--- src/rtl/dpc_defines.vh ---
// constants of the dds pin control block
`ifndef DPC_DEFINES_VH
`define DPC_DEFINES_VH

// ----------------------------------------------------------------
// widths
// ----------------------------------------------------------------
`define DPC_ADDR_W     8
`define DPC_ACC_BITS   28
`define DPC_PH_BITS    12
`define DPC_WORD_BITS  16
`define DPC_CNT_BITS   16
`define DPC_WCNT_W     5
`define DPC_WORD_LAST  5'h0F
`define DPC_CTRL_W     6
`define DPC_STAT_W     7
`define DPC_PIN_W      8

// ----------------------------------------------------------------
// register byte offsets and word indices
// ----------------------------------------------------------------
`define DPC_OFF_CTRL   8'h00
`define DPC_OFF_FREQA  8'h04
`define DPC_OFF_FREQB  8'h08
`define DPC_OFF_PHA    8'h0C
`define DPC_OFF_PHB    8'h10
`define DPC_OFF_STAT   8'h14
`define DPC_OFF_SER    8'h18
`define DPC_OFF_PHOUT  8'h1C
`define DPC_IDX_CTRL   3'h0
`define DPC_IDX_FREQA  3'h1
`define DPC_IDX_FREQB  3'h2
`define DPC_IDX_PHA    3'h3
`define DPC_IDX_PHB    3'h4
`define DPC_IDX_STAT   3'h5
`define DPC_IDX_SER    3'h6
`define DPC_IDX_PHOUT  3'h7

// ----------------------------------------------------------------
// control and status bit positions
// ----------------------------------------------------------------
`define DPC_C_FPICK    0
`define DPC_C_PPICK    1
`define DPC_C_PINMODE  2
`define DPC_C_PD       3
`define DPC_C_LOEN     4
`define DPC_C_LOSRC    5
`define DPC_S_FREQ_WORD_PICK_BIT     0
`define DPC_S_PSEL     1
`define DPC_S_PD       2
`define DPC_S_INRST    3
`define DPC_S_NEW      4
`define DPC_S_OVR      5
`define DPC_S_ABORT    6

// ----------------------------------------------------------------
// pin bundle positions and reset values
// ----------------------------------------------------------------
`define DPC_PIN_SCLK   0
`define DPC_PIN_FRAME_SYNC_N  1
`define DPC_PIN_SERIAL_IN_LINE  2
`define DPC_PIN_FPICK  3
`define DPC_PIN_PPICK  4
`define DPC_PIN_RST    5
`define DPC_PIN_PD     6
`define DPC_PIN_COMP   7
`define DPC_PIN_INIT   8'h02
`define DPC_CTRL_RST   6'h00
`define DPC_FREQ_RST   28'h000_0000
`define DPC_PH_RST     12'h000
`define DPC_RESP_OK    2'b00
`define DPC_RESP_ERR   2'b10

`endif

--- src/rtl/dpc_sync.v ---
// three-stage pin synchroniser with agreement filter
`timescale 1ns/1ps

module dpc_sync #(
  parameter         W    = 8,
  parameter [W-1:0] INIT = {W{1'b0}}
) (
  input  wire         aclk,
  input  wire         aresetn,
  input  wire [W-1:0] d,
  output reg  [W-1:0] q
);

  reg [W-1:0] s1_q;
  reg [W-1:0] s2_q;
  reg [W-1:0] s3_q;
  wire [W-1:0] agree;

  // bits where stage two and three match
  assign agree = ~(s2_q ^ s3_q);

  // stage one is read only by stage two
  always @(posedge aclk) begin
    if (!aresetn) begin
      s1_q <= INIT;
      s2_q <= INIT;
      s3_q <= INIT;
      q    <= INIT;
    end else begin
      s1_q <= d;
      s2_q <= s1_q;
      s3_q <= s2_q;
      q    <= (s3_q & agree) | (q & ~agree);
    end
  end

endmodule // dpc_sync

--- src/rtl/dpc_serial_rx.v ---
// serial word receiver working on synchronised pin levels
`timescale 1ns/1ps
`include "dpc_defines.vh"

module dpc_serial_rx (
  input  wire                      aclk,
  input  wire                      aresetn,
  input  wire                      sclk_lvl,
  input  wire                      frame_sync_n_n_lvl,
  input  wire                      serial_in_line_lvl,
  output reg  [`DPC_WORD_BITS-1:0] word_q,
  output reg                       word_stb_q,
  output reg                       abort_stb_q
);

  localparam [`DPC_WCNT_W-1:0] LAST = `DPC_WORD_LAST;

  reg                      sclk_prev_q;
  reg [`DPC_WCNT_W-1:0]    cnt_q;
  reg [`DPC_WORD_BITS-1:0] shift_q;
  wire                     fall;
  wire [`DPC_WORD_BITS-1:0] shift_nx;

  // falling shift clock edge and next shift value, msb first
  assign fall     = sclk_prev_q & ~sclk_lvl;
  assign shift_nx = {shift_q[`DPC_WORD_BITS-2:0], serial_in_line_lvl};

  // bit counter and shifter
  always @(posedge aclk) begin
    if (!aresetn) begin
      sclk_prev_q <= 1'b0;
      cnt_q       <= {`DPC_WCNT_W{1'b0}};
      shift_q     <= {`DPC_WORD_BITS{1'b0}};
      word_q      <= {`DPC_WORD_BITS{1'b0}};
      word_stb_q  <= 1'b0;
      abort_stb_q <= 1'b0;
    end else begin
      sclk_prev_q <= sclk_lvl;
      word_stb_q  <= 1'b0;
      abort_stb_q <= 1'b0;
      if (frame_sync_n_n_lvl) begin
        // frame idle: edges ignored, partial word dropped
        abort_stb_q <= (cnt_q != {`DPC_WCNT_W{1'b0}});
        cnt_q       <= {`DPC_WCNT_W{1'b0}};
      end else if (fall) begin
        // low frame sync means a word is loading
        shift_q <= shift_nx;
        if (cnt_q == LAST) begin
          word_q     <= shift_nx;
          word_stb_q <= 1'b1;
          cnt_q      <= {`DPC_WCNT_W{1'b0}};
        end else begin
          cnt_q <= cnt_q + 1'b1;
        end
      end
    end
  end

endmodule // dpc_serial_rx

--- src/rtl/dpc_top.v ---
// dds pin control top: axi4-lite registers, serial word load and nco datapath
`timescale 1ns/1ps
`include "dpc_defines.vh"
// What this block does
// - A serial frame carries one sixteen-bit word, one bit at a time on the data line.
// - One data bit is taken on every falling edge of the shift clock while frame sync is low.
// - The host pulls frame sync low to begin a word and the block treats that as a new load.
// - The frequency choice picks word a or word b as the accumulator step.
// - The frequency choice comes from its pin or from a control bit; the pin is static otherwise.
// - The phase choice picks offset a or offset b to add to the accumulator output.
// - The phase choice comes from its pin or from a control bit; the pin is static otherwise.
// - The active-high reset pin clears the datapath to zero, which is midscale at the converter.
// - The reset pin leaves the control, frequency and phase registers untouched.
// - The power-down pin powers the converter down just as the power-down bit does.
// - The logic output pin is driven only while its enable bit is one.
// - A source bit picks the comparator result or the accumulator msb for the logic output.
// - With enable and source both one the comparator is fed from the external input pin.
// - Output frequency is the selected word as a binary fraction of the master clock.
// - A 28-bit accumulator adds the selected step each clock and wraps over its full range.
// - Twelve-bit phase offsets add to the top accumulator bits, one cycle in 4096 per step.

module dpc_top #(
  parameter ACC_W = `DPC_ACC_BITS,
  parameter PH_W  = `DPC_PH_BITS
) (
  input  wire                   aclk,
  input  wire                   aresetn,
  input  wire [`DPC_ADDR_W-1:0] s_axi_awaddr,
  input  wire [2:0]             s_axi_awprot,
  input  wire                   s_axi_awvalid,
  output wire                   s_axi_awready,
  input  wire [31:0]            s_axi_wdata,
  input  wire [3:0]             s_axi_wstrb,
  input  wire                   s_axi_wvalid,
  output wire                   s_axi_wready,
  output wire [1:0]             s_axi_bresp,
  output wire                   s_axi_bvalid,
  input  wire                   s_axi_bready,
  input  wire [`DPC_ADDR_W-1:0] s_axi_araddr,
  input  wire [2:0]             s_axi_arprot,
  input  wire                   s_axi_arvalid,
  output wire                   s_axi_arready,
  output wire [31:0]            s_axi_rdata,
  output wire [1:0]             s_axi_rresp,
  output wire                   s_axi_rvalid,
  input  wire                   s_axi_rready,
  input  wire                   shift_clk_pin,
  input  wire                   frame_sync_n,
  input  wire                   serial_in_line,
  input  wire                   freq_word_pick_pin,
  input  wire                   phase_word_pick_pin,
  input  wire                   dds_reset_pin,
  input  wire                   powerdown_pin,
  input  wire                   comparator_result,
  output wire [PH_W-1:0]        phase_code,
  output wire                   dac_powerdown,
  output wire                   logic_out,
  output wire                   logic_out_oe_n,
  output wire                   comparator_input_pin_sel
);

  // ----------------------------------------------------------------
  // declarations
  // ----------------------------------------------------------------
  reg                        awready_q;
  reg                        wready_q;
  reg                        bvalid_q;
  reg  [1:0]                 bresp_q;
  reg                        arready_q;
  reg                        rvalid_q;
  reg  [31:0]                rdata_q;
  reg  [1:0]                 rresp_q;
  reg                        aw_hold_q;
  reg                        w_hold_q;
  reg  [`DPC_ADDR_W-1:0]     awaddr_q;
  reg  [31:0]                wdata_q;
  reg  [3:0]                 wstrb_q;
  reg  [`DPC_CTRL_W-1:0]     ctrl_q;
  reg  [ACC_W-1:0]           freq_word_a;
  reg  [ACC_W-1:0]           freq_word_b;
  reg  [PH_W-1:0]            phase_offset_a;
  reg  [PH_W-1:0]            phase_offset_b;
  reg                        word_new_q;
  reg                        overrun_q;
  reg                        abort_q;
  reg  [`DPC_CNT_BITS-1:0]   word_cnt_q;
  reg  [ACC_W-1:0]           acc_q;
  reg  [PH_W-1:0]            phase_code_q;
  reg                        dac_pd_q;
  reg                        logic_out_q;
  reg                        logic_out_oe_n_q;
  reg                        comp_pin_sel_q;
  wire [`DPC_PIN_W-1:0]      pins_raw;
  wire [`DPC_PIN_W-1:0]      pins_s;
  wire [`DPC_WORD_BITS-1:0]  rx_word;
  wire                       rx_stb;
  wire                       rx_abort;
  wire                       dp_reset;
  wire                       pin_mode;
  wire                       freq_word_pick_bit;
  wire                       phase_pick;
  wire                       freq_pick;
  wire [ACC_W-1:0]           freq_sel;
  wire [PH_W-1:0]            phase_sel;
  wire                       logic_out_enable;
  wire                       logic_out_source_sel;
  wire                       dac_powerdown_bit;
  wire [`DPC_STAT_W-1:0]     status_v;
  wire [3:0]                 wr_dec;
  wire [3:0]                 rd_dec;
  wire                       wr_fire;
  wire                       rd_fire;
  wire [31:0]                wr_merged;
  wire [`DPC_STAT_W-1:0]     w1c;

  // ----------------------------------------------------------------
  // functions
  // ----------------------------------------------------------------

  // byte offset to {hit, index}; anything else is unmapped
  function [3:0] dpc_decode;
    input [`DPC_ADDR_W-1:0] addr;
    begin
      case (addr)
        `DPC_OFF_CTRL:  dpc_decode = {1'b1, `DPC_IDX_CTRL};
        `DPC_OFF_FREQA: dpc_decode = {1'b1, `DPC_IDX_FREQA};
        `DPC_OFF_FREQB: dpc_decode = {1'b1, `DPC_IDX_FREQB};
        `DPC_OFF_PHA:   dpc_decode = {1'b1, `DPC_IDX_PHA};
        `DPC_OFF_PHB:   dpc_decode = {1'b1, `DPC_IDX_PHB};
        `DPC_OFF_STAT:  dpc_decode = {1'b1, `DPC_IDX_STAT};
        `DPC_OFF_SER:   dpc_decode = {1'b1, `DPC_IDX_SER};
        `DPC_OFF_PHOUT: dpc_decode = {1'b1, `DPC_IDX_PHOUT};
        default:        dpc_decode = {1'b0, `DPC_IDX_CTRL};
      endcase
    end
  endfunction

  // register contents as software sees them, upper bits zero except the word count in the serial register
  function [31:0] dpc_view;
    input [2:0] idx;
    begin
      case (idx)
        `DPC_IDX_CTRL:  dpc_view = {{(32-`DPC_CTRL_W){1'b0}}, ctrl_q};
        `DPC_IDX_FREQA: dpc_view = {{(32-ACC_W){1'b0}}, freq_word_a};
        `DPC_IDX_FREQB: dpc_view = {{(32-ACC_W){1'b0}}, freq_word_b};
        `DPC_IDX_PHA:   dpc_view = {{(32-PH_W){1'b0}}, phase_offset_a};
        `DPC_IDX_PHB:   dpc_view = {{(32-PH_W){1'b0}}, phase_offset_b};
        `DPC_IDX_STAT:  dpc_view = {{(32-`DPC_STAT_W){1'b0}}, status_v};
        `DPC_IDX_SER:   dpc_view = {word_cnt_q, rx_word};
        `DPC_IDX_PHOUT: dpc_view = {{(32-PH_W){1'b0}}, phase_code_q};
        default:        dpc_view = {32{1'b0}};
      endcase
    end
  endfunction

  // byte-lane merge of new data over old
  function [31:0] dpc_merge;
    input [31:0] old_v;
    input [31:0] new_v;
    input [3:0]  strb;
    integer i;
    begin
      for (i = 0; i < 4; i = i + 1) begin
        dpc_merge[i*8 +: 8] = strb[i] ? new_v[i*8 +: 8] : old_v[i*8 +: 8];
      end
    end
  endfunction

  // ----------------------------------------------------------------
  // pin synchronisers and serial receiver
  // ----------------------------------------------------------------

  // gather the outside pins into one bundle
  assign pins_raw[`DPC_PIN_SCLK]  = shift_clk_pin;
  assign pins_raw[`DPC_PIN_FRAME_SYNC_N] = frame_sync_n;
  assign pins_raw[`DPC_PIN_SERIAL_IN_LINE] = serial_in_line;
  assign pins_raw[`DPC_PIN_FPICK] = freq_word_pick_pin;
  assign pins_raw[`DPC_PIN_PPICK] = phase_word_pick_pin;
  assign pins_raw[`DPC_PIN_RST]   = dds_reset_pin;
  assign pins_raw[`DPC_PIN_PD]    = powerdown_pin;
  assign pins_raw[`DPC_PIN_COMP]  = comparator_result;

  dpc_sync #(
    .W    (`DPC_PIN_W),
    .INIT (`DPC_PIN_INIT)
  ) u_sync (
    .aclk    (aclk),
    .aresetn (aresetn),
    .d       (pins_raw),
    .q       (pins_s)
  );

  dpc_serial_rx u_rx (
    .aclk        (aclk),
    .aresetn     (aresetn),
    .sclk_lvl    (pins_s[`DPC_PIN_SCLK]),
    .frame_sync_n_n_lvl (pins_s[`DPC_PIN_FRAME_SYNC_N]),
    .serial_in_line_lvl   (pins_s[`DPC_PIN_SERIAL_IN_LINE]),
    .word_q      (rx_word),
    .word_stb_q  (rx_stb),
    .abort_stb_q (rx_abort)
  );

  // ----------------------------------------------------------------
  // selection logic
  // ----------------------------------------------------------------

  // control fields and pin or bit choice of words
  assign pin_mode             = ctrl_q[`DPC_C_PINMODE];
  assign freq_word_pick_bit   = ctrl_q[`DPC_C_FPICK];
  assign dac_powerdown_bit    = ctrl_q[`DPC_C_PD];
  assign logic_out_enable     = ctrl_q[`DPC_C_LOEN];
  assign logic_out_source_sel = ctrl_q[`DPC_C_LOSRC];
  assign freq_pick  = pin_mode ? pins_s[`DPC_PIN_FPICK] : freq_word_pick_bit;
  assign phase_pick = pin_mode ? pins_s[`DPC_PIN_PPICK] : ctrl_q[`DPC_C_PPICK];
  assign freq_sel   = freq_pick ? freq_word_b : freq_word_a;
  assign phase_sel  = phase_pick ? phase_offset_b : phase_offset_a;
  assign dp_reset   = pins_s[`DPC_PIN_RST];

  // status view
  assign status_v[`DPC_S_FREQ_WORD_PICK_BIT]  = freq_pick;
  assign status_v[`DPC_S_PSEL]  = phase_pick;
  assign status_v[`DPC_S_PD]    = dac_pd_q;
  assign status_v[`DPC_S_INRST] = dp_reset;
  assign status_v[`DPC_S_NEW]   = word_new_q;
  assign status_v[`DPC_S_OVR]   = overrun_q;
  assign status_v[`DPC_S_ABORT] = abort_q;

  // ----------------------------------------------------------------
  // axi4-lite slave
  // ----------------------------------------------------------------

  // decode and write merge
  assign wr_dec    = dpc_decode(awaddr_q);
  assign rd_dec    = dpc_decode(s_axi_araddr);
  assign wr_fire   = aw_hold_q & w_hold_q & ~bvalid_q;
  assign rd_fire   = s_axi_arvalid & arready_q;
  assign wr_merged = dpc_merge(dpc_view(wr_dec[2:0]), wdata_q, wstrb_q);
  assign w1c = (wr_fire && wr_dec == {1'b1, `DPC_IDX_STAT} && wstrb_q[0]) ?
               wdata_q[`DPC_STAT_W-1:0] : {`DPC_STAT_W{1'b0}};

  // write channels, response, and the writable registers
  always @(posedge aclk) begin
    if (!aresetn) begin
      awready_q      <= 1'b1;
      wready_q       <= 1'b1;
      aw_hold_q      <= 1'b0;
      w_hold_q       <= 1'b0;
      awaddr_q       <= {`DPC_ADDR_W{1'b0}};
      wdata_q        <= {32{1'b0}};
      wstrb_q        <= 4'h0;
      bvalid_q       <= 1'b0;
      bresp_q        <= `DPC_RESP_OK;
      ctrl_q         <= `DPC_CTRL_RST;
      freq_word_a    <= `DPC_FREQ_RST;
      freq_word_b    <= `DPC_FREQ_RST;
      phase_offset_a <= `DPC_PH_RST;
      phase_offset_b <= `DPC_PH_RST;
    end else begin
      if (awready_q && s_axi_awvalid) begin
        awaddr_q  <= s_axi_awaddr;
        aw_hold_q <= 1'b1;
        awready_q <= 1'b0;
      end
      if (wready_q && s_axi_wvalid) begin
        wdata_q  <= s_axi_wdata;
        wstrb_q  <= s_axi_wstrb;
        w_hold_q <= 1'b1;
        wready_q <= 1'b0;
      end
      // the datapath reset pin never reaches these registers
      if (wr_fire) begin
        aw_hold_q <= 1'b0;
        w_hold_q  <= 1'b0;
        bvalid_q  <= 1'b1;
        bresp_q   <= wr_dec[3] ? `DPC_RESP_OK : `DPC_RESP_ERR;
        if (wr_dec[3]) begin
          case (wr_dec[2:0])
            `DPC_IDX_CTRL:  ctrl_q         <= wr_merged[`DPC_CTRL_W-1:0];
            `DPC_IDX_FREQA: freq_word_a    <= wr_merged[ACC_W-1:0];
            `DPC_IDX_FREQB: freq_word_b    <= wr_merged[ACC_W-1:0];
            `DPC_IDX_PHA:   phase_offset_a <= wr_merged[PH_W-1:0];
            `DPC_IDX_PHB:   phase_offset_b <= wr_merged[PH_W-1:0];
            default:        ctrl_q         <= ctrl_q;
          endcase
        end
      end
      if (bvalid_q && s_axi_bready) begin
        bvalid_q  <= 1'b0;
        awready_q <= 1'b1;
        wready_q  <= 1'b1;
      end
    end
  end

  // read channel, one cycle to data
  always @(posedge aclk) begin
    if (!aresetn) begin
      arready_q <= 1'b1;
      rvalid_q  <= 1'b0;
      rdata_q   <= {32{1'b0}};
      rresp_q   <= `DPC_RESP_OK;
    end else begin
      if (rd_fire) begin
        arready_q <= 1'b0;
        rvalid_q  <= 1'b1;
        rdata_q   <= rd_dec[3] ? dpc_view(rd_dec[2:0]) : {32{1'b0}};
        rresp_q   <= rd_dec[3] ? `DPC_RESP_OK : `DPC_RESP_ERR;
      end
      if (rvalid_q && s_axi_rready) begin
        rvalid_q  <= 1'b0;
        arready_q <= 1'b1;
      end
    end
  end

  // ----------------------------------------------------------------
  // serial word flags and count
  // ----------------------------------------------------------------

  // sticky flags: a new event wins over a clear in the same cycle
  always @(posedge aclk) begin
    if (!aresetn) begin
      word_new_q <= 1'b0;
      overrun_q  <= 1'b0;
      abort_q    <= 1'b0;
      word_cnt_q <= {`DPC_CNT_BITS{1'b0}};
    end else begin
      if (rx_stb) begin
        word_new_q <= 1'b1;
        word_cnt_q <= word_cnt_q + 1'b1;
      end else if (w1c[`DPC_S_NEW] ||
                   (rd_fire && rd_dec == {1'b1, `DPC_IDX_SER})) begin
        word_new_q <= 1'b0;
      end
      if (rx_stb && word_new_q) begin
        overrun_q <= 1'b1;
      end else if (w1c[`DPC_S_OVR]) begin
        overrun_q <= 1'b0;
      end
      if (rx_abort) begin
        abort_q <= 1'b1;
      end else if (w1c[`DPC_S_ABORT]) begin
        abort_q <= 1'b0;
      end
    end
  end

  // ----------------------------------------------------------------
  // nco datapath
  // ----------------------------------------------------------------

  // accumulator steps by the selected word each clock and wraps
  always @(posedge aclk) begin
    if (!aresetn || dp_reset) begin
      acc_q        <= {ACC_W{1'b0}};
      phase_code_q <= {PH_W{1'b0}};
    end else begin
      acc_q        <= acc_q + freq_sel;
      phase_code_q <= acc_q[ACC_W-1 -: PH_W] + phase_sel;
    end
  end

  // ----------------------------------------------------------------
  // converter power and logic output pin
  // ----------------------------------------------------------------

  // pin and bit both power the converter down
  always @(posedge aclk) begin
    if (!aresetn) begin
      dac_pd_q         <= 1'b0;
      logic_out_q      <= 1'b0;
      logic_out_oe_n_q <= 1'b1;
      comp_pin_sel_q   <= 1'b0;
    end else begin
      dac_pd_q         <= pins_s[`DPC_PIN_PD] | dac_powerdown_bit;
      logic_out_oe_n_q <= ~logic_out_enable;
      logic_out_q      <= logic_out_enable &
                          (logic_out_source_sel ? pins_s[`DPC_PIN_COMP]
                                                : acc_q[ACC_W-1]);
      comp_pin_sel_q   <= logic_out_enable & logic_out_source_sel;
    end
  end

  // outputs straight from flops
  assign s_axi_awready            = awready_q;
  assign s_axi_wready             = wready_q;
  assign s_axi_bresp              = bresp_q;
  assign s_axi_bvalid             = bvalid_q;
  assign s_axi_arready            = arready_q;
  assign s_axi_rdata              = rdata_q;
  assign s_axi_rresp              = rresp_q;
  assign s_axi_rvalid             = rvalid_q;
  assign phase_code               = phase_code_q;
  assign dac_powerdown            = dac_pd_q;
  assign logic_out                = logic_out_q;
  assign logic_out_oe_n           = logic_out_oe_n_q;
  assign comparator_input_pin_sel = comp_pin_sel_q;

endmodule // dpc_top

--- config.mk ---
export PLATFORM = sky130hd
export DESIGN_NAME = dpc_top
export DESIGN_NICKNAME = d
export VERILOG_FILES = /design/src/rtl/dpc_sync.v /design/src/rtl/dpc_serial_rx.v /design/src/rtl/dpc_top.v
export VERILOG_INCLUDE_DIRS = /design/src /design/src/rtl
export SDC_FILE = /design/constraint.sdc
export NUM_CORES = 1
export LEC_CHECK = 0
export BUFFER_PORTS_ARGS = -buffer_cell sky130_fd_sc_hd__buf_2
export CAP_MARGIN = 25
export CORE_ASPECT_RATIO = 0.75
export CORE_UTILIZATION = 25
export DETAILED_ROUTE_END_ITERATION = 10
export PLACE_DENSITY = 0.5
export SLEW_MARGIN = 20
export SYNTH_ARGS = -nofsm -noshare
export SYNTH_HDL_FRONTEND = slang
export SYNTH_HIERARCHICAL = 1
export SYNTH_SLANG_ARGS = --single-unit
--- constraint.sdc ---
create_clock -name aclk -period 4.9 [get_ports aclk]
set_clock_uncertainty 0.1 [all_clocks]
set_input_delay 0.735 -clock aclk [delete_from_list [all_inputs] [get_ports aclk]]
set_output_delay 0.735 -clock aclk [all_outputs]
set_load 0.005 [all_outputs]
==> metrics.md <==
| Metric | Value |
|---|---|
| DRT iter0 DRCs | `1369` |
| Total of max-cap violations | `0` |
| First drt pass iteration count | `9` |
| Slowest stage delay, CP | `0.50 ns` |
| Finished Layout Cells | `2622` |
| Via/cell ratio | `4.97` |
| Register area share after synthesis | `0.420` |
| WL final | `49.0 mm` |
| Status | `completed` |
| EDFF count, synth | `0` |
| Die area | `59100 sq um` |
| Pleak | `6.15 nW` |
| Std-Cell Rows | `76` |
| Largest net degree at the start of global routing | `93` |
| Setup slack, reg-to-reg | `1.09 ns` |
| Antenna Nets Post-Route | `0` |
| Reg2reg path depth | `10` |
| Hold endpoint | `u_sync/s1_q[1]` |
| Top Ports | `130` |
| Core Box Area | `57400 sq um` |
| Type of the worst setup path | `flip-flop to flip-flop` |
| Cell Area, Synth | `14500 sq um` |
| Fin. max-slew vios | `0` |
| Grt ovf | `0` |
| Top_reg_cell synth | `dfxtp_1` |
| Clock slew at reported path FFs | `0.07 ns` |
| Vias in the first global route | `12170` |
| WP buf/inv | `1` |
| CTS max path bufs | `3` |
| Pwr per Cell Area | `312 nW/um^2` |
| CTS root buf | `clkbuf_16` |
| Area grow syn2layout | `16.3%` |
| Postcts setup bufs | `0` |
| Hold Path Cell Cnt | `2` |
| Multi-input combinational cell area | `7830 sq um` |
| R2r startpoint | `ctrl_q[2]` |
| Final hold viol count | `0` |
| Die width | `280 um` |
| Fraction of registers with async set/reset | `0` |
| Slowest CP cell | `dfxtp_1` |
| GRT Util Overall | `0.162` |
| Routed len/inst | `18.7 um` |
| Layout cell share with drive strength beyond 1 | `0.143` |
| Port Buf Inserts | `117` |
| Startpoint class of the critical path | `flip-flop` |
| Yosys Warn Count | `6` |
| Crit path max fanout | `26` |
| Fmax | `0.262 GHz` |
| First-pass GRT wire length | `73.7 mm` |
| Hold buffer count at cts | `0` |
| Worst vdd ir | `224 uV` |
| Initial antenna violation count | `2` |
| Critical Path Stages | `10` |
| Worst path cell trace | `mux2i_4 > buf_12 > mux2_2 > ha_1 > a21oi_1 > o21ai_0 > a22o_1 > or3b_2 > o21ai_1 > mux2i_1` |
| Yosys cell types | `72` |
| RePlAce Congestion | `0.873` |
| Slew of the pin with the lowest slew margin | `1.07 ns` |
| Avg Cell Area, Syn | `8.28 sq um` |
| HP Class | `input port to flip-flop` |
| Tmin final | `3.81 ns` |
| DP Cell Count | `2567` |
| Worst hold path startpoint | `frame_sync_n` |
| DR vias | `13033` |
| Drt drc | `0` |
| Sequential Area | `6110 sq um` |
| Reg-to-Reg End | `acc_q[26]` |
| Setup TNS | `0 ns` |
| Post-cts resize count | `0` |
| CP Capture Type | `flip-flop` |
| Post-DP HPWL | `35.3 mm` |
| RSZ-0062 raised after global routing | `false` |
| NumNets Final | `1938` |
| Fillers | `6202` |
| Slew headroom | `0.288` |
| Clock sinks | `305` |
| Cells after synthesis | `1754` |
| H-tree depth | `1` |
| Worst EP arrival | `4.23 ns` |
| Clk_lat worst skew | `0.59 ns` |
| CTS tree | `built` |
| Setup violators final | `0` |
| Cell family with most CP delay | `compound AO/OA/AOI/OAI gates` |
| Total CTS buffers | `31` |
| Synthesis-stage register bit count | `305` |
| Fin crit share | `0.778` |
| Starting density of the core | `0.253` |
| Height of the die | `211 um` |
| WP data required | `5.32 ns` |
## synth_stat cells, drive strengths merged (9+ instances only)
master,number,share of area
nand2,335,0.087
a222oi,30,0.021
and3,11,0.0047
ha,43,0.037
a21o,9,0.0047
nor2,128,0.034
nand2b,14,0.0060
buf,19,0.0081
a21oi,142,0.049
inv,40,0.010
mux2i,45,0.031
mux2,43,0.033
xnor2,12,0.0072
a21boi,25,0.015
a211oi,10,0.0052
nor3,32,0.011
o21ai,112,0.039
o211ai,13,0.0067
nand3,55,0.019
nand4,19,0.0082
clkbuf,92,0.024
or3,10,0.0043
dfxtp,305,0.42
o21a,33,0.017
and2,34,0.015
a2bb2oi,16,0.0096
xor2,15,0.0090
a22oi,25,0.013
## state kept, by name, indices dropped and copies added, names as in the netlist, 4 cells and up, named ones only
name	count
u_sync/s2_q	8
ctrl_q	6
freq_word_a	28
u_sync/s1_q	8
phase_offset_a	12
freq_word_b	28
wdata_q	28
u_rx/cnt_q	5
s_axi_rdata	32
phase_code	12
acc_q	28
u_rx/word_q	16
awaddr_q	8
wstrb_q	4
u_sync/s3_q	8
phase_offset_b	12
u_rx/shift_q	15
word_cnt_q	16
## logic make-up after synthesis
logic type / after synthesis / share of synthesized area
other: 1 / 0.000258
flip-flops: 305 / 0.420
XOR/XNOR: 27 / 0.0163
adder cells (fa/ha/maj): 45 / 0.0398
AO/OA/AOI/OAI: 464 / 0.207
multiplexers: 90 / 0.0674
buffers and inverters: 153 / 0.0429
AND/OR/NAND/NOR: 669 / 0.206
## metal layers
layer / routed length [um] / track usage / vias to the layer above
li1: - / - / 6340
met1: 24400 / 0.241 / 6227
met2: 20200 / 0.235 / 399
met3: 3540 / 0.0361 / 67
met4: 982 / 0.0334 / 0
met5: 0 / 0 / -
## cell usage in the layout (no fill, tap or decap), types with 9 or more instances in the layout
| cell | count |
|---|---|
| a21oi_1 | 142 |
| a2bb2oi_1 | 16 |
| xnor2_1 | 12 |
| nor3_1 | 32 |
| mux2_2 | 43 |
| xor2_1 | 15 |
| nor2_1 | 126 |
| a21boi_0 | 16 |
| nand3_1 | 54 |
| o21a_1 | 33 |
| ha_1 | 43 |
| dfxtp_1 | 305 |
| clkbuf_16 | 31 |
| mux2i_1 | 44 |
| buf_2 | 116 |
| o21ai_0 | 111 |
| nand2_1 | 335 |
| o211ai_1 | 13 |
| or3_1 | 10 |
| a21o_1 | 9 |
| buf_4 | 25 |
| and3_1 | 11 |
| a222oi_1 | 30 |
| nand4_1 | 19 |
| nand2b_1 | 13 |
| a22oi_1 | 25 |
| a211oi_1 | 10 |
| and2_1 | 32 |
| inv_1 | 40 |
## power breakdown
part	internal [mW]	switching (mW)
combinational	0.0880	0.185
sequential	2.52	0.0420
clock	1.39	1.05
## worst max path at each step
stage | start | end
2_1_floorplan | ctrl_q[2] | acc_q[26]
6_report | ctrl_q[2] | acc_q[26]
3_5_place_dp | ctrl_q[2] | acc_q[26]
3_3_place_gp | ctrl_q[2] | acc_q[26]
5_1_grt | ctrl_q[2] | acc_q[26]
4_1_cts | ctrl_q[2] | acc_q[26]
## worst reg2reg max path: cells and delay by family (launching register included)
family                   cells  cell delay (ns)
adder cells (fa/ha/maj)      1             0.40
AO/OA/AOI/OAI                4             1.02
flip-flops                   1             0.50
buffers and inverters        1             0.24
AND/OR/NAND/NOR              1             0.47
multiplexers                 3             1.01
## per-stage QoR
stage / power (mW) / util / hold WS (ns) / worst slack (ns) / instance area (sq um)
floorplan: 2.77 / - / 0.286 / 1.06 / 14500
global placement: 2.89 / 0.276 / 0.318 / 1.11 / 15900
detailed placement: 2.89 / 0.276 / 0.316 / 1.16 / 15900
finish: 5.27 / 0.294 / 0.240 / 1.09 / 16900
global route: 5.46 / 0.294 / 0.236 / 0.871 / 16900
CTS: 5.33 / 0.294 / 0.219 / 1.12 / 16900
## layout make-up
cell class,count,area share
sequential,305,0.361
clock buffer,41,0.0511
clock inverter,13,0.00933
multi-input combinational,1297,0.463
antenna,1,0.000148
tap,780,0.0577
timing repair buffer,143,0.0478
inverter,42,0.00948
Power figures use the tool's default switching activity.
